### src/design/tdcrd_pkg.sv
/*
 Package for the result and status readout block: register indices,
 status field positions, opcodes, result formats and reset values.
 Assumes a single 10 MHz system clock and a byte-wise serial link.
*/
package tdcrd_pkg;
    // Register indices as printed
    localparam logic [2:0] ADR_RESULT_FIRST  = 3'h0;
    localparam logic [2:0] ADR_RESULT_FOURTH = 3'h3;
    localparam logic [2:0] ADR_STATUS        = 3'h4;
    localparam logic [2:0] ADR_ECHO          = 3'h5;
    // Opcodes
    localparam logic [4:0] OPC_READ_HI  = 5'h16;
    localparam logic [7:0] OPC_READ_ID  = 8'hb7;
    // Byte counts per access
    localparam logic [2:0] LEN_RESULT   = 3'h4;
    localparam logic [2:0] LEN_STATUS   = 3'h2;
    localparam logic [2:0] LEN_ECHO     = 3'h1;
    localparam logic [2:0] LEN_ID       = 3'h7;
    // Status field positions
    localparam int ST_PTR_LSB   = 0;
    localparam int ST_HIT1_LSB  = 3;
    localparam int ST_HIT2_LSB  = 6;
    localparam int ST_TDC_OVF   = 9;
    localparam int ST_PRE_OVF   = 10;
    localparam int ST_OPEN      = 11;
    localparam int ST_SHORT     = 12;
    localparam int ST_NVM_EQ    = 13;
    localparam int ST_NVM_MULTI = 14;
    localparam int ST_NVM_SINGLE = 15;
    // Result, reset and limit constants
    localparam logic [31:0] RES_OVERFLOW  = 32'hffffffff;
    localparam logic [31:0] RES_RESET     = 32'h00000000;
    localparam logic [15:0] STATUS_RESET  = 16'h0000;
    localparam logic [6:0]  FIRE_PHASE_MAX = 7'h0f;
    localparam logic [2:0]  PTR_LAST      = 3'h4;
    localparam logic [2:0]  HIT_MAX       = 3'h7;

    // Measurement kinds from the engine
    typedef enum logic [1:0] {
        TDCRD_MODE1_CAL   = 2'b00,
        TDCRD_MODE1_RAW   = 2'b01,
        TDCRD_MODE2       = 2'b11,
        TDCRD_TEMP        = 2'b10
    } tdcrd_kind_t;

    // Serial link phases, Gray along opcode then data
    typedef enum logic [1:0] {
        TDCRD_SP_OPC  = 2'b00,
        TDCRD_SP_DATA = 2'b01,
        TDCRD_SP_DONE = 2'b11
    } tdcrd_sp_t;

    // One result delivered by the measurement engine
    typedef struct packed {
        logic        valid;
        tdcrd_kind_t kind;
        logic        alu_ovf;
        logic [31:0] value;
    } tdcrd_result_t;

    // Event and flag inputs
    typedef struct packed {
        logic clear;
        logic hit1;
        logic hit2;
        logic tdc_ovf;
        logic pre_ovf;
        logic sens_open;
        logic sens_short;
        logic nvm_eq;
        logic nvm_multi;
        logic nvm_single;
    } tdcrd_evt_t;
endpackage : tdcrd_pkg

### src/design/tdcrd_readout.sv
/*
 Read-side register bank of a two-channel time-to-digital converter:
 result registers, status, echo byte and identification bytes, shifted
 out over a mode-1 serial slave, plus fire pulse count decoding.
 Assumes the serial pins are asynchronous to mclk and the serial clock
 is at most about a tenth of mclk so every edge is seen after sampling.
*/
`timescale 1ns/1ps
module tdcrd_readout
    import tdcrd_pkg::*;
#(
    parameter int          ID_BYTES = 7,
    parameter logic [55:0] ID_VALUE = 56'h01234567_89abcd // Arbitrary
)
(
    input  wire logic          mclk,
    input  wire logic          rst_n,
    input  wire logic          sck,
    input  wire logic          sdi,
    input  wire logic          serial_select_n,
    output logic               sdo,
    output logic               interrupt_out_n,
    input  wire tdcrd_result_t res_in,
    input  wire tdcrd_evt_t    evt_in,
    input  wire logic          irq_set,
    input  wire logic [7:0]    echo_in,
    input  wire logic [3:0]    fire_low_bits,
    input  wire logic [2:0]    fire_pulse_count,
    output logic [6:0]         fire_total,
    output logic               fire_phase_enable
);

    // State of the block apart from the reset synchroniser and the filtered sck and select levels
    typedef struct packed {
        logic [2:0]  sck_s;
        logic [2:0]  ssn_s;
        logic [2:0]  sdi_s;
        logic [31:0] res0;
        logic [31:0] res1;
        logic [31:0] res2;
        logic [31:0] res3;
        logic [15:0] status;
        tdcrd_sp_t   phase;
        logic [7:0]  shift_in;
        logic [2:0]  bit_cnt;
        logic [55:0] shift_out;
        logic [2:0]  bytes_left;
        logic        first_edge;
        logic        sdo;
        logic        int_n;
        logic [6:0]  fire_total;
        logic        fire_ph_en;
    } tdcrd_state_t;

    tdcrd_state_t st_reg;
    tdcrd_state_t st_next;

    // Reset synchroniser kept apart: it runs on the raw reset
    logic [1:0] rst_sync_reg;
    logic       rst_int_n;
    assign rst_int_n = rst_sync_reg[1];

    // Filtered levels: second and third stages must agree
    logic sck_lvl;
    logic ssn_lvl;
    logic sck_rise;
    logic sck_fall;
    assign sck_rise = (st_reg.sck_s[2:1] == 2'b11) && !sck_lvl;
    assign sck_fall = (st_reg.sck_s[2:1] == 2'b00) && sck_lvl;

    logic sck_lvl_reg;
    logic ssn_lvl_reg;
    assign sck_lvl = sck_lvl_reg;
    assign ssn_lvl = ssn_lvl_reg;

    // Byte count for a read address
    function automatic logic [2:0] read_len(input logic [2:0] adr);
        if (adr <= ADR_RESULT_FOURTH)
            read_len = LEN_RESULT;
        else if (adr == ADR_STATUS)
            read_len = LEN_STATUS;
        else
            read_len = LEN_ECHO;
    endfunction : read_len

    // Format a result for storage by kind
    function automatic logic [31:0] fmt_res(input tdcrd_result_t r);
        case (r.kind)
            TDCRD_MODE1_CAL:
                fmt_res = r.alu_ovf ? RES_OVERFLOW : r.value;
            TDCRD_MODE1_RAW:
                fmt_res = {r.value[15:0], 16'h0000};
            TDCRD_MODE2, TDCRD_TEMP:
                fmt_res = r.value;
            default:
                fmt_res = r.value;
        endcase
    endfunction : fmt_res

    // Saturating three-bit counter
    function automatic logic [2:0] sat_inc(input logic [2:0] v);
        sat_inc = (v == HIT_MAX) ? v : v + 3'h1;
    endfunction : sat_inc

    // Next-state logic
    always_comb
    begin
        logic [2:0]  adr;
        logic [31:0] word;
        logic [7:0]  byte_in;
        adr     = 3'h0;
        word    = 32'h0;
        byte_in = 8'h0;
        st_next = st_reg;
        st_next.sck_s = {st_reg.sck_s[1:0], sck};
        st_next.ssn_s = {st_reg.ssn_s[1:0], serial_select_n};
        st_next.sdi_s = {st_reg.sdi_s[1:0], sdi};

        // Result storage at the pointer, pointer advances
        if (res_in.valid && st_reg.status[2:0] < PTR_LAST)
        begin
            case (st_reg.status[2:0])
                3'h0: st_next.res0 = fmt_res(res_in);
                3'h1: st_next.res1 = fmt_res(res_in);
                3'h2: st_next.res2 = fmt_res(res_in);
                default: st_next.res3 = fmt_res(res_in);
            endcase
            st_next.status[2:0] = st_reg.status[2:0] + 3'h1;
        end
        // Hit counters and sticky error flags; clear starts a new run
        if (evt_in.clear)
        begin
            st_next.status[12:0] = 13'h0000;
        end
        if (evt_in.hit1)
            st_next.status[5:3] = sat_inc(st_next.status[5:3]);
        if (evt_in.hit2)
            st_next.status[8:6] = sat_inc(st_next.status[8:6]);
        // Set wins over a clear in the same cycle
        if (evt_in.tdc_ovf)
            st_next.status[ST_TDC_OVF] = 1'b1;
        if (evt_in.pre_ovf)
            st_next.status[ST_PRE_OVF] = 1'b1;
        if (evt_in.sens_open)
            st_next.status[ST_OPEN] = 1'b1;
        if (evt_in.sens_short)
            st_next.status[ST_SHORT] = 1'b1;
        st_next.status[ST_NVM_EQ]     = evt_in.nvm_eq;
        st_next.status[ST_NVM_MULTI]  = evt_in.nvm_multi;
        st_next.status[ST_NVM_SINGLE] = evt_in.nvm_single;

        // Fire pulse count: three high bits joined with four low bits
        st_next.fire_total = {fire_pulse_count, fire_low_bits};
        st_next.fire_ph_en = ({fire_pulse_count, fire_low_bits}
                              <= FIRE_PHASE_MAX);

        // Interrupt asserted by engine, released by first sck rise
        if (irq_set)
            st_next.int_n = 1'b0;
        if (sck_rise && st_reg.first_edge && !ssn_lvl)
        begin
            st_next.int_n = 1'b1;
            st_next.first_edge = 1'b0;
        end

        // Serial slave: select high resets the interface
        if (ssn_lvl)
        begin
            st_next.phase      = TDCRD_SP_OPC;
            st_next.bit_cnt    = 3'h0;
            st_next.bytes_left = 3'h0;
            st_next.first_edge = 1'b1;
            st_next.sdo        = 1'b0;          // No stale bit after a frame
        end
        else if (sck_rise && st_reg.phase == TDCRD_SP_DATA)
        begin
            // Launch on the rise so the bit is settled when the host takes it
            st_next.sdo = st_reg.shift_out[55];
            st_next.shift_out = {st_reg.shift_out[54:0], 1'b0};
        end
        else if (sck_fall)
        begin
            // Sample input on the falling edge
            byte_in = {st_reg.shift_in[6:0], st_reg.sdi_s[2]};
            st_next.shift_in = byte_in;
            st_next.bit_cnt  = st_reg.bit_cnt + 3'h1;
            if (st_reg.bit_cnt == 3'h7)
            begin
                if (st_reg.phase == TDCRD_SP_OPC)
                begin
                    adr = byte_in[2:0];
                    case (adr)
                        3'h0: word = st_reg.res0;
                        3'h1: word = st_reg.res1;
                        3'h2: word = st_reg.res2;
                        3'h3: word = st_reg.res3;
                        3'h4: word = {st_reg.status, 16'h0000};
                        default: word = {echo_in, 24'h000000};
                    endcase
                    if (byte_in == OPC_READ_ID)
                    begin
                        st_next.shift_out  = ID_VALUE;
                        st_next.bytes_left = LEN_ID;
                        st_next.phase      = TDCRD_SP_DATA;
                    end
                    else if (byte_in[7:3] == OPC_READ_HI)
                    begin
                        st_next.shift_out  = {word, 24'h000000};
                        st_next.bytes_left = read_len(adr);
                        st_next.phase      = TDCRD_SP_DATA;
                    end
                    else
                        st_next.phase = TDCRD_SP_DONE;
                end
                else if (st_reg.phase == TDCRD_SP_DATA)
                begin
                    st_next.bytes_left = st_reg.bytes_left - 3'h1;
                    if (st_reg.bytes_left == 3'h1)
                        st_next.phase = TDCRD_SP_DONE;
                end
            end
        end
    end

    // Reset synchroniser runs on the raw reset
    always_ff @(posedge mclk or negedge rst_n)
    begin
        if (!rst_n)
            rst_sync_reg <= 2'b00;
        else
            rst_sync_reg <= {rst_sync_reg[0], 1'b1};
    end

    // Remaining state on the synchronised reset
    always_ff @(posedge mclk or negedge rst_int_n)
    begin
        if (!rst_int_n)
        begin
            st_reg.sck_s      <= 3'b000;
            st_reg.ssn_s      <= 3'b111;
            st_reg.sdi_s      <= 3'b000;
            st_reg.res0       <= RES_RESET;
            st_reg.res1       <= RES_RESET;
            st_reg.res2       <= RES_RESET;
            st_reg.res3       <= RES_RESET;
            st_reg.status     <= STATUS_RESET;
            st_reg.phase      <= TDCRD_SP_OPC;
            st_reg.shift_in   <= 8'h00;
            st_reg.bit_cnt    <= 3'h0;
            st_reg.shift_out  <= 56'h0;
            st_reg.bytes_left <= 3'h0;
            st_reg.first_edge <= 1'b1;
            st_reg.sdo        <= 1'b0;
            st_reg.int_n      <= 1'b1;
            st_reg.fire_total <= 7'h00;
            st_reg.fire_ph_en <= 1'b1;
            sck_lvl_reg       <= 1'b0;
            ssn_lvl_reg       <= 1'b1;
        end
        else
        begin
            st_reg.sck_s      <= st_next.sck_s;
            st_reg.ssn_s      <= st_next.ssn_s;
            st_reg.sdi_s      <= st_next.sdi_s;
            st_reg.res0       <= st_next.res0;
            st_reg.res1       <= st_next.res1;
            st_reg.res2       <= st_next.res2;
            st_reg.res3       <= st_next.res3;
            st_reg.status     <= st_next.status;
            st_reg.phase      <= st_next.phase;
            st_reg.shift_in   <= st_next.shift_in;
            st_reg.bit_cnt    <= st_next.bit_cnt;
            st_reg.shift_out  <= st_next.shift_out;
            st_reg.bytes_left <= st_next.bytes_left;
            st_reg.first_edge <= st_next.first_edge;
            st_reg.sdo        <= st_next.sdo;
            st_reg.int_n      <= st_next.int_n;
            st_reg.fire_total <= st_next.fire_total;
            st_reg.fire_ph_en <= st_next.fire_ph_en;
            // Level changes only when stages two and three agree
            if (st_reg.sck_s[2] == st_reg.sck_s[1])
                sck_lvl_reg <= st_reg.sck_s[2];
            if (st_reg.ssn_s[2] == st_reg.ssn_s[1])
                ssn_lvl_reg <= st_reg.ssn_s[2];
        end
    end

    assign sdo               = st_reg.sdo;
    assign interrupt_out_n   = st_reg.int_n;
    assign fire_total        = st_reg.fire_total;
    assign fire_phase_enable = st_reg.fire_ph_en;
endmodule : tdcrd_readout

### config.mk
export PLATFORM = sky130hd
export DESIGN_NAME = tdcrd_readout
export DESIGN_NICKNAME = d
export VERILOG_FILES = /design/src/design/tdcrd_pkg.sv /design/src/design/tdcrd_readout.sv
export SDC_FILE = /design/constraint.sdc
export NUM_CORES = 1
export LEC_CHECK = 0
export BUFFER_PORTS_ARGS = -buffer_cell sky130_fd_sc_hd__clkbuf_2
export CAP_MARGIN = 20
export CORE_MARGIN = 2
export CORE_UTILIZATION = 60
export DETAILED_ROUTE_END_ITERATION = 10
export GPL_TIMING_DRIVEN = 0
export PLACE_DENSITY = 0.75
export SETUP_SLACK_MARGIN = 0.05
export SYNTH_ARGS = -nofsm -noshare
export SYNTH_HDL_FRONTEND = slang
export SYNTH_SLANG_ARGS = --single-unit
### constraint.sdc
create_clock -name mclk -period 8.4 [get_ports mclk]
set_input_delay 0.84 -clock mclk [delete_from_list [all_inputs] [get_ports mclk]]
set_output_delay 0.84 -clock mclk [all_outputs]
set_load 0.005 [all_outputs]
---- After elaboration in Yosys (flattened, before gate mapping) ----
Index checks and enable logic that the tools add are counted.
word-level totals
  bits in registers ....................... 240
  latch bits .............................. 0
  RAM bits ................................ 0
  bits in read-only memories .............. 0
  bits of input ports ..................... 67
  output and inout port bits .............. 10
  logic and storage cells ................. 138
  memories ................................ 0
operators by class
  add/sub/neg operators ................... 5
  multiply operators ...................... 0
  divide/modulo/power cells ............... 0
  order comparisons ....................... 3
  equal/unequal tests ..................... 21
  shift-type cells ........................ 0
  multiplexer cells ....................... 40
  bitwise gates (word level) .............. 3
  reduce and logical (&&, ||, !) cells .... 40
operators by type and width
  cell                                                            count
  2-to-1 mux 59 bit                                               3
  one-hot mux 32 bit (5 select lines)                             1
  2-to-1 mux 56 bit                                               2
  one-hot mux 32 bit (3 select lines)                             1
  2-to-1 mux 72 bit                                               1
  2-to-1 mux 3 bit                                                11
  2-to-1 mux 32 bit                                               1
  2-to-1 mux 13 bit                                               2
  nonzero test 2 bit                                              13
  2-to-1 mux 2 bit                                                8
  AND reduction 5 bit                                             3
  adder 3 x 1 -> 3 bit, second input constant                     4
  == test 3 bit, second input constant                            4
  2-to-1 mux 1 bit                                                10
  AND reduction 2 bit                                             5
  == test 3 x 1 -> 1 bit, second input constant                   3
  == test 3 x 2 -> 1 bit, second input constant                   3
  nonzero test 3 bit                                              3
  == test 8 bit, second input constant                            1
  less-or-equal comparator 7 x 4 -> 1 bit, second input constant  1
  == test 2 bit, second input constant                            3
  logical AND 1 bit                                               6
  zero test 2 bit                                                 3
  zero test 3 bit                                                 2
  13 further kinds                                                18

---- Depth between registers and ports, before layout ----
Gate-level depths: netlist of run 1.
  depth after elaboration ................. 10
  depth in mapped cells ................... 9
  mapped depth without buffers ............ 6

---- Worst setup path after synthesis of run 1 ----
OpenSTA, ideal clock, no wires.
  path kind ............................... input -> register
  start ................................... in evt_in[9] (netlist name)
  end ..................................... reg st_reg[86] (netlist name)
  setup time .............................. 121 ps
  arrival time ............................ 1835 ps
  required time ........................... 8279 ps
  slack ................................... 6444 ps
  cell stages on the path ................. 7
  buffers on the path ..................... 1
  cells stage by stage .................... clkbuf_1 > nor2b_1 > ha_1 > nand2_1 > and2_1 > a21oi_1 > o22a_1
RTL lines
  item         RTL line             RTL
  from (decl)  tdcrd_readout.sv:24  input wire tdcrd_evt_t evt_in,
  to (decl)    tdcrd_readout.sv:55  tdcrd_state_t st_reg;

---- Final worst setup path of run 1 ----
  start ................................... reg st_reg[229] (netlist name)
  end ..................................... reg st_reg[56] (netlist name)
on the way
  cells in the longest elaborated chain, start to end .. 8
  elaborated cells on any way between the ends .. 15
  classes of those cells .................. 5 x eq/ne; 7 x mux; 3 x reduce/logical
RTL lines
  item                                   RTL line              RTL
  == test 3 bit (tied with other cells)  tdcrd_readout.sv:192  case (adr)
  one-hot mux 32 bit (5 select lines)    tdcrd_readout.sv:192
  2-to-1 mux 59 bit                      tdcrd_readout.sv:206  else if (byte_in[7:3] == OPC_READ_HI)
  2-to-1 mux 59 bit                      tdcrd_readout.sv:200  if (byte_in == OPC_READ_ID)
  2-to-1 mux 56 bit                      tdcrd_readout.sv:189  if (st_reg.phase == TDCRD_SP_OPC)
  2-to-1 mux 59 bit                      tdcrd_readout.sv:187  if (st_reg.bit_cnt == 3'h7)
  2-to-1 mux 72 bit                      tdcrd_readout.sv:181  else if (sck_fall)
  2-to-1 mux 56 bit                      tdcrd_readout.sv:175  else if (sck_rise && st_reg.phase == TDCRD_SP_DATA)
Several ways; a longest one is shown, not always the timed one. The select of a mux whose other input is x is not followed.
A chain may end at the register's enable or synchronous reset.

==> flow_summary_export.csv, run 1 <==
group,metric,value,unit
outcome,outcome,"completed",
worst_setup_path,startpoint_type,"register",
clock_tree,cts_root_buf,"clkbuf_16",
route,viasPerCell,6.09,
worst_setup_path,worst_path_max_delay_cell,"nor3_1",
place,dp_cells,1266,
worst_setup_path,path_class,"register to register",
worst_setup_path,required,8.85,ns
clock_tree,h-tree-depth,1,
sta,min_period_over_period,26.0,%
sta,slew_headroom,45.3,%
synth,synthesis.area,0.0105,mm2
place,place_hpwl,18300,um
route,antenna_left,0,
synth,synth-edff-count,0,
clock_tree,post_cts_buffers,0,
route,drt-total-wl,26300,um
clock_tree,cts_tree,"built",
sta,finalSetupViolations,0,
die,die_w,136,um
clock_tree,holdBufCountCts,0,
synth,synth.avg_cell_area,10.9,um2
die,core_area,0.0172,mm2
pwr,vdd.ir_drop.worst,200,uV
clock_tree,clkTransAtPathRegs,0.06,ns
global_routing,grt_pass1_wl,42900,um
worst_setup_path,cp.depth,6,
route,vias,7981,
synth,synth_seq_cells,239,
place,gp_congestion,0.842,
layout,final_cell_mix,"dfrtp_1, nand2_1, o21ai_0, clkbuf_2, clkbuf_1",
sta,finalHoldWorstSlack,0.0744,ns
sta,grt_setup_unrepaired,"false",
global_routing,antenna_found_initial,0,
global_routing,grt_max_degree,58,
route,drt_iter0_drc,665,
die,core.rowCount,48,
pwr,p_per_area,275,mW/mm2
layout,nets,1147,
worst_setup_path,path_delay_family,"simple AND/OR/NAND/NOR gates",
clock_tree,numCtsBuffers,25,
synth,synth_fp_nets,1040,
global_routing,grt_pass1_vias,8125,
pwr,sw_frac_of_total,29.6,%
worst_setup_path,path_cells,"buf_4, clkbuf_1, nor3_1, a32oi_1, a21oi_1, o22a_1",
global_routing,track_usage,29.8,%
worst_setup_path,cp-end-kind,"register",
worst_setup_path,critical_path.max_stage_delay,0.67,ns
worst_hold_path,hp-class,"primary input to async pin",
clock_tree,clock_sinks,239,
worst_setup_path,cp_max_fo,10,
clock_tree,cts_buffer_depth,3,
synth,async_reset_ff_share,100,%
sta,fin_crit,2.18,ns
synth,synth.distinct_cells,65,
sta,maxSlewViolCount,0,
die,io_pins,77,
die,dieArea,0.0186,mm2
synth,synth_flop_cell,"dfrtp_1",
synth,ys_seq_area_share,57.0,%
pwr,p_leak,5.49,nW
clock_tree,clkLatencyLatePin,0.54,ns
layout,area_growth,15.5,%
worst_setup_path,crit_buf_inv,2,
pwr,power.share.sequential,46.1,%
layout,drive_above_1_share,18.8,%
place,port_buffers,76,
synth,yosys_warnings,0,
layout,final_cells,1310,
pwr,internal_power,2.35,mW
sta,worst_pin_slew,0.812,ns
global_routing,overflow,0,
layout,final_common_cell,"dfrtp_1",
worst_setup_path,rr_worst_depth,6,
layout,largest_reg_flops,219,
sta,skew,0.0281,ns
synth,synth_cells,961,
pwr,combPwrFrac,20.1,%
sta,worst_slack,6.22,ns
die,start_util,61.0,%
place,pre_cts_ws,5.91,ns
route,drc,0,
route,drtPass1Iterations,5,
layout,nFillCells,1266,
pwr,clkPwrFrac,33.8,%
die,die_h,136,um
pwr,power_switching,0.986,mW
clock_tree,cts_resized,0,
flow_run,max_cap_viol_count,0,
sta,fmax,458,MHz
worst_setup_path,crit_arrival,2.64,ns
sta,hold_viol,0,
route,wl_per_cell,20.1,um
layout,diodes,0,
[per-layer routing]
layer / routed length, um / up-vias / GRT usage [%]
met1: 11300 / 4005 / 41.5
met5: 0 / - / 0
met3: 1710 / 48 / 5.67
li1: - / 3661 / -
met2: 12400 / 267 / 47.0
met4: 898 / 0 / 10.8
[worst paths after layout]
kind / startpoint / end / slack [ns]
worst min register to register: rst_sync_reg[1] / st_reg[128] / 0.32
max in group asynchronous: rst_sync_reg[1] / interrupt_out_n / 7.07
worst max-delay path: st_reg[229] / st_reg[56] / 6.22
min in group mclk: st_next[229] / st_reg[229] / 0.35
worst min-delay path: rst_n / rst_sync_reg[1] / 0.07
worst max register to register: st_reg[229] / st_reg[56] / 6.22
[metrics by stage]
stage / instance area [um2] / util, % / total power, mW / setup TNS (ns)
6_report: 12100 / 70.4 / 3.34 / 0
5_1_grt: 12100 / 70.4 / 3.49 / 0
4_1_cts: 12100 / 70.4 / 3.34 / 0
3_5_place_dp: 11300 / 65.5 / 2.21 / 0
3_3_place_gp: 11200 / 64.8 / 2.17 / -294.86
2_1_floorplan: 10500 / - / 1.98 / 0
[synthesized netlist by cell type, types with 12 or more instances]
cell / instances / area [um2]
a21oi_1: 16 / 80.1
a22o_1: 16 / 140
a22oi_1: 22 / 165
a2bb2oi_1: 23 / 201
buf_2: 14 / 70.1
buf_4: 14 / 105
clkbuf_1: 39 / 146
dfrtp_1: 232 / 5810
ha_1: 12 / 150
inv_1: 13 / 48.8
mux2_2: 12 / 135
mux2i_1: 15 / 150
mux4_2: 19 / 428
nand2_1: 174 / 653
nor2_1: 19 / 71.3
nor3_1: 16 / 80.1
o21ai_0: 155 / 776
o22ai_1: 16 / 100
[cell type report]
| class | count | area [um2] | area share [%] |
|---|---|---|---|
| timing repair buffer | 80 | 490 | 4.04 |
| buffer | 73 | 382 | 3.15 |
| sequential | 239 | 5990 | 49.4 |
| multi-input combinational | 636 | 4090 | 33.7 |
| clock inverter | 7 | 100 | 0.825 |
| clock buffer | 37 | 751 | 6.19 |
| tap | 225 | 282 | 2.32 |
| inverter | 13 | 48.8 | 0.402 |
[power by group through the flow]
stage	registers, mW	logic [mW]	clock network [mW]
4_1_cts	1.53	0.664	1.14
6_report	1.54	0.670	1.13
3_5_place_dp	1.55	0.655	0
2_1_floorplan	1.52	0.455	0
3_3_place_gp	1.56	0.609	0
5_1_grt	1.56	0.741	1.19
[cell families after synthesis]
kind of cell | share of synthesized area, %
multiplexers | 6.79
AO/OA/AOI/OAI | 19.2
buffers and inverters | 4.10
adder cells (fa/ha/maj) | 1.52
other | 0.0357
flip-flops | 57.0
XOR/XNOR | 0.250
AND/OR/NAND/NOR | 11.1
(Power assumes the default switching activity.)
==> run 2, diff against run 1 <==
Settings changed: ABC_AREA set to 1, CORE_UTILIZATION 60 to 55, PLACE_DENSITY 0.75 to 0.72.
Clock period 8.4 ns to 1.9 ns, I/O delays scaled along.
==> flow_summary_export.csv, run 2 <==
group,metric,value,unit
worst_setup_path,cp-end-kind,"register",
synth,synth_cells,1405,
layout,drive_above_1_share,15.9,%
route,wl_per_cell,17.3,um
sta,hold_viol,0,
worst_hold_path,min-delay-start,"echo_in[3]",
synth,synth.avg_cell_area,7.97,um2
die,die_h,147,um
place,dp_cells,1753,
sta,grt_setup_unrepaired,"true",
global_routing,antenna_found_initial,0,
sta,slew_headroom,41.4,%
synth,synth_fp_nets,1484,
synth,synth_flop_cell,"dfrtp_1",
clock_tree,cts_tree,"built",
clock_tree,cts_root_buf,"clkbuf_16",
die,start_util,55.7,%
layout,diodes,0,
sta,finalSetupViolations,0,
worst_setup_path,path_delay_family,"simple AND/OR/NAND/NOR gates",
worst_setup_path,rr_worst_depth,8,
worst_setup_path,cp.depth,8,
worst_setup_path,worst_path_max_delay_cell,"dfrtp_1",
flow_run,max_cap_viol_count,0,
synth,synthesis.area,0.0112,mm2
die,core_area,0.0201,mm2
route,met1Wirelength,13500,um
synth,yosys_warnings,0,
route,drt_iter0_drc,872,
die,die_w,147,um
pwr,post-layout-total-power,15.6,mW
die,dieArea,0.0215,mm2
global_routing,grt_pass1_wl,50200,um
layout,nets,1626,
worst_setup_path,cp_max_fo,10,
global_routing,track_usage,29.6,%
layout,final_cell_mix,"nand2_1, dfrtp_1, o21ai_0, nor2_1, inv_1",
clock_tree,clkTransAtPathRegs,0.06,ns
place,place_hpwl,22000,um
worst_setup_path,required,2.30,ns
outcome,outcome,"completed",
worst_setup_path,path_cells,"clkinv_1, nand3_2, clkbuf_4, nor2_1, nor2_1, nand2_1, nand2_1, a21oi_1",
worst_setup_path,crit_arrival,2.26,ns
route,top_layer,"met4",
worst_setup_path,critical_path.max_stage_delay,0.41,ns
layout,final_cells,1835,
worst_setup_path,path_class,"register to register",
clock_tree,cts_buffer_depth,3,
place,port_buffers,75,
route,drc,0,
worst_hold_path,min_to,"st_reg[65]",
route,drtPass1Iterations,5,
global_routing,grt_max_degree,70,
synth,yosysTopAreaCell,"dfrtp_1",
sta,fmax,535,MHz
sta,maxSlewViolCount,0,
layout,final_common_cell,"nand2_1",
layout,multi_input_area,0.00447,mm2
layout,nFillCells,1679,
route,antenna_left,0,
place,gp_congestion,0.904,
pwr,p_leak,6.71,nW
clock_tree,numCtsBuffers,26,
synth,yosys.area.top_type_share,51.9,%
sta,min_period_over_period,98.3,%
synth,async_reset_ff_share,100,%
route,vias,9968,
route,drt-total-wl,31800,um
synth,synth_area_leaders,"dfrtp_1, nand2_1, o21ai_0, nor2_1, nand3_1",
worst_setup_path,rr_endpoint,"st_reg[57]",
pwr,p_per_area,1160,mW/mm2
layout,area_growth,20.3,%
worst_setup_path,rr_startpoint,"st_reg[74]",
layout,fin_util,67.0,%
clock_tree,clkLatencyLatePin,0.53,ns
global_routing,overflow,0,
route,dr_wl_met2,14700,um
worst_setup_path,startpoint_type,"register",
die,io_pins,77,
synth,ys_seq_area_share,53.5,%
global_routing,grt_pass1_vias,9534,
worst_hold_path,holdPathStages,5,
clock_tree,clock_sinks,239,
sta,finalHoldWorstSlack,0.0258,ns
sta,worst_pin_slew,0.870,ns
route,dr_wl_met3,2690,um
die,core.rowCount,52,
clock_tree,h-tree-depth,1,
synth,synth_seq_cells,239,
synth,synth_common_cells,"nand2_1, dfrtp_1, o21ai_0",
layout,register_area,0.00599,mm2
worst_hold_path,hp-class,"primary input to register",
sta,skew,0.00757,ns
layout,largest_reg_flops,219,
route,viasPerCell,5.43,
sta,fin_crit,1.87,ns
pwr,vdd.ir_drop.worst,836,uV
synth,synth.distinct_cells,35,
synth,yosysMostFrequentCell,"nand2_1",
worst_setup_path,reg2reg_setup_slack,0.03,ns
synth,synth-edff-count,0,
worst_setup_path,crit_buf_inv,2,
-- run 2: worst min-delay path, cell delays in order --
cell	delay (ns)
clkbuf_2	0.08
nor2_1	0.09
nor2_1	0.05
nand2_1	0.05
a21oi_1	0.05
-- run 2: final cells by class --
class                           instances  share of cell area, %
Clock inverter                          9                  0.911
Buffer                                 84                   3.88
Sequential cell                       239                   44.5
Timing Repair inverter                  1                 0.0279
Inverter                              114                   3.33
Multi-Input combinational cell        968                   33.2
Timing Repair Buffer                  113                   5.78
Clock buffer                           37                   5.82
Tap cell                              270                   2.51
-- run 2: per-layer routing --
metal / GRT usage, % / vias up
met3: 5.97 / 62
met1: 41.0 / 4747
met5: 0 / -
li1: - / 4759
met2: 47.3 / 400
met4: 9.32 / 0
-- run 2: how the worst max path moves through the flow --
stage,from,to,slack (ns)
after floorplan,rst_sync_reg[1],fire_total[0],-0.51
after global placement,rst_sync_reg[1],st_reg[31],-1.36
after CTS,st_reg[229],st_reg[45],0.04
after detailed placement,st_reg[235],st_reg[60],-0.18
final,st_reg[74],st_reg[57],0.03
after global routing,st_reg[74],st_reg[57],-0.02
-- run 2: per-stage QoR --
step           TNS [ns]  setup slack, ns  cell area, um2
6_report              0           0.0321           13500
4_1_cts               0           0.0375           13200
5_1_grt         -0.0385          -0.0153           13500
3_3_place_gp    -317.71            -1.36           11900
2_1_floorplan   -116.28           -0.506           11200
3_5_place_dp      -8.86           -0.179           12000
-- run 2: power by group --
part,leakage (nW),internal (mW),switching (mW)
logic,3.34,1.17,2.29
clock network,0.449,3.26,2.04
registers,2.92,6.22,0.664
total,6.71,10.6,4.99
-- run 2: cell families after synthesis --
logic type | synth area share (%)
and+or+nand+nor | 24.8
AOI/OAI and AO/OA | 12.4
DFF | 53.5
buffers and inverters | 7.50
adders and majority gates | 1.43
xor gates and xnor gates | 0.157
muxes | 0.201
other | 0.0335
-- run 2: timing repair --
action                                  CTS  global route
cloned                                    0             1
pin swaps                                 0             5
hold buffers                             23             0
hold endpoints to repair                 26             0
endpoints found under the setup margin  147           179
resized for setup                        36            87
setup buffers                             1            11
==> run 3, diff against run 2 <==
Settings changed: CORE_UTILIZATION 55 to 50, PLACE_DENSITY 0.72 to 0.67.
==> flow_summary_export.csv, run 3 (synthesis gave the netlist of run 2 again) <==
group,metric,value,unit
sta,grt_setup_unrepaired,"true",
clock_tree,cts_root_buf,"clkbuf_16",
die,core_area,0.0219,mm2
layout,design_area,0.0135,mm2
global_routing,grt_pass1_vias,9480,
place,place_hpwl,22300,um
pwr,power_switching,4.98,mW
worst_setup_path,reg2reg_setup_slack,0.09,ns
sta,skew,0.0139,ns
layout,nFillCells,1967,
die,io_pins,77,
pwr,clkPwrFrac,33.2,%
flow_run,max_cap_viol_count,0,
layout,largest_reg_flops,219,
global_routing,grt_max_degree,63,
route,viasPerCell,5.39,
pwr,internal_power,10.5,mW
clock_tree,clkLatencyLatePin,0.53,ns
clock_tree,clock_sinks,239,
die,start_util,51.1,%
pwr,p_per_area,1150,mW/mm2
pwr,p_leak,6.71,nW
route,vias,9942,
clock_tree,clkTransAtPathRegs,0.06,ns
place,placed_cell_area,0.0120,mm2
sta,fin_crit,1.81,ns
worst_hold_path,min-delay-start,"echo_in[5]",
worst_setup_path,crit_arrival,2.19,ns
clock_tree,cts_tree,"built",
global_routing,antenna_found_initial,0,
pwr,power.share.sequential,44.4,%
worst_hold_path,holdPathStages,5,
pwr,sw_frac_of_total,32.2,%
clock_tree,cts_buffer_depth,3,
sta,maxSlewViolCount,0,
pwr,vdd.ir_drop.worst,655,uV
route,drc,0,
route,drtPass1Iterations,5,
die,core.rowCount,54,
worst_setup_path,rr_startpoint,"st_reg[84]",
worst_setup_path,required,2.28,ns
sta,finalSetupViolations,0,
die,die_h,154,um
layout,drive_above_1_share,15.6,%
route,antenna_left,0,
worst_setup_path,startpoint_type,"register",
die,die_w,154,um
place,port_buffers,75,
worst_setup_path,cp_max_fo,10,
worst_setup_path,cp-end-kind,"register",
layout,nets,1626,
clock_tree,h-tree-depth,1,
worst_setup_path,rr_worst_depth,6,
sta,hold_viol,0,
global_routing,grt_pass1_wl,51500,um
pwr,combPwrFrac,22.4,%
die,dieArea,0.0236,mm2
sta,fmax,553,MHz
worst_hold_path,min_to,"st_reg[67]",
sta,finalHoldWorstSlack,0.0345,ns
route,wl_per_cell,17.5,um
worst_setup_path,path_class,"register to register",
outcome,outcome,"completed",
clock_tree,numCtsBuffers,26,
layout,final_common_cell,"nand2_1",
sta,worst_slack,0.0919,ns
sta,min_period_over_period,95.2,%
place,pre_cts_ws,-0.197,ns
route,drt-total-wl,32300,um
layout,area_growth,20.5,%
place,gp_congestion,0.890,
sta,slew_headroom,44.5,%
layout,final_cell_mix,"nand2_1, dfrtp_1, o21ai_0, nor2_1, inv_1",
route,drt_iter0_drc,972,
layout,fin_util,61.6,%
global_routing,overflow,0,
layout,diodes,0,
worst_hold_path,hp-class,"primary input to register",
sta,worst_pin_slew,0.824,ns
global_routing,track_usage,27.2,%
worst_setup_path,rr_endpoint,"st_reg[123]",
-- run 3: how the worst max path moves through the flow --
| stage | start | to | slack [ns] |
|---|---|---|---|
| 3_5_place_dp | st_reg[84] | st_reg[186] | -0.20 |
| 4_1_cts | st_reg[84] | st_reg[186] | 0.05 |
| 3_3_place_gp | rst_sync_reg[1] | st_reg[31] | -1.42 |
| 5_1_grt | st_reg[235] | st_reg[43] | -0.01 |
| 6_report | st_reg[84] | st_reg[123] | 0.09 |
| 2_1_floorplan | rst_sync_reg[1] | fire_total[0] | -0.51 |
-- run 3: through the flow --
step                      TNS (ns)  power [mW]  std cells
after floorplan            -116.28        8.89       1405
after global placement     -332.32        9.96       1760
after detailed placement     -9.69        10.1       1764
after CTS                        0        15.3       1836
after global routing       -0.0252        16.3       1846
final                            0        15.5       1846
-- run 3: cell type report --
cell class              count  area [um2]  share of cell area (%)
plain buffers              84         527                    3.91
clock buffers              35         726                    5.38
clock inverters            12         138                    1.02
inverters                 114         455                    3.38
multi-input cells         969        4470                    33.1
flip-flops and latches    239        5990                    44.5
well taps                 280         350                    2.60
repair buffers            113         828                    6.14
-- run 3: metal layers --
layer	GRT usage, %	routed length [um]	vias up
met5	0	0	-
met4	7.03	730	0
met3	4.59	2530	45
met2	42.9	14800	382
met1	39.5	14200	4745
li1	-	-	4770
-- run 3: repair_timing --
action                                  4_1_cts  5_1_grt
endpoints found under the setup margin      148      184
resized for setup                            43       81
hold buffers                                 23        0
endpoints found under the hold margin        26        0
cloned                                        1        1
pin swaps                                     0        5
buffers inserted                              1        9
-- run 3: power by group through the flow --
stage                     Combinational (mW)  Clock [mW]  Sequential (mW)
after floorplan                         2.10           0             6.79
after global placement                  3.00           0             6.96
after detailed placement                3.18           0             6.91
after CTS                               3.29        5.18             6.83
after global routing                    3.88        5.40             6.98
final                                   3.46        5.12             6.86
-- run 3: critical path, cell delays in order, from the launching register on --
cell	delay [ns]
dfrtp_1	0.42
inv_1	0.11
ha_1	0.16
inv_1	0.06
nand4_1	0.21
buf_1	0.48
o21ai_0	0.21
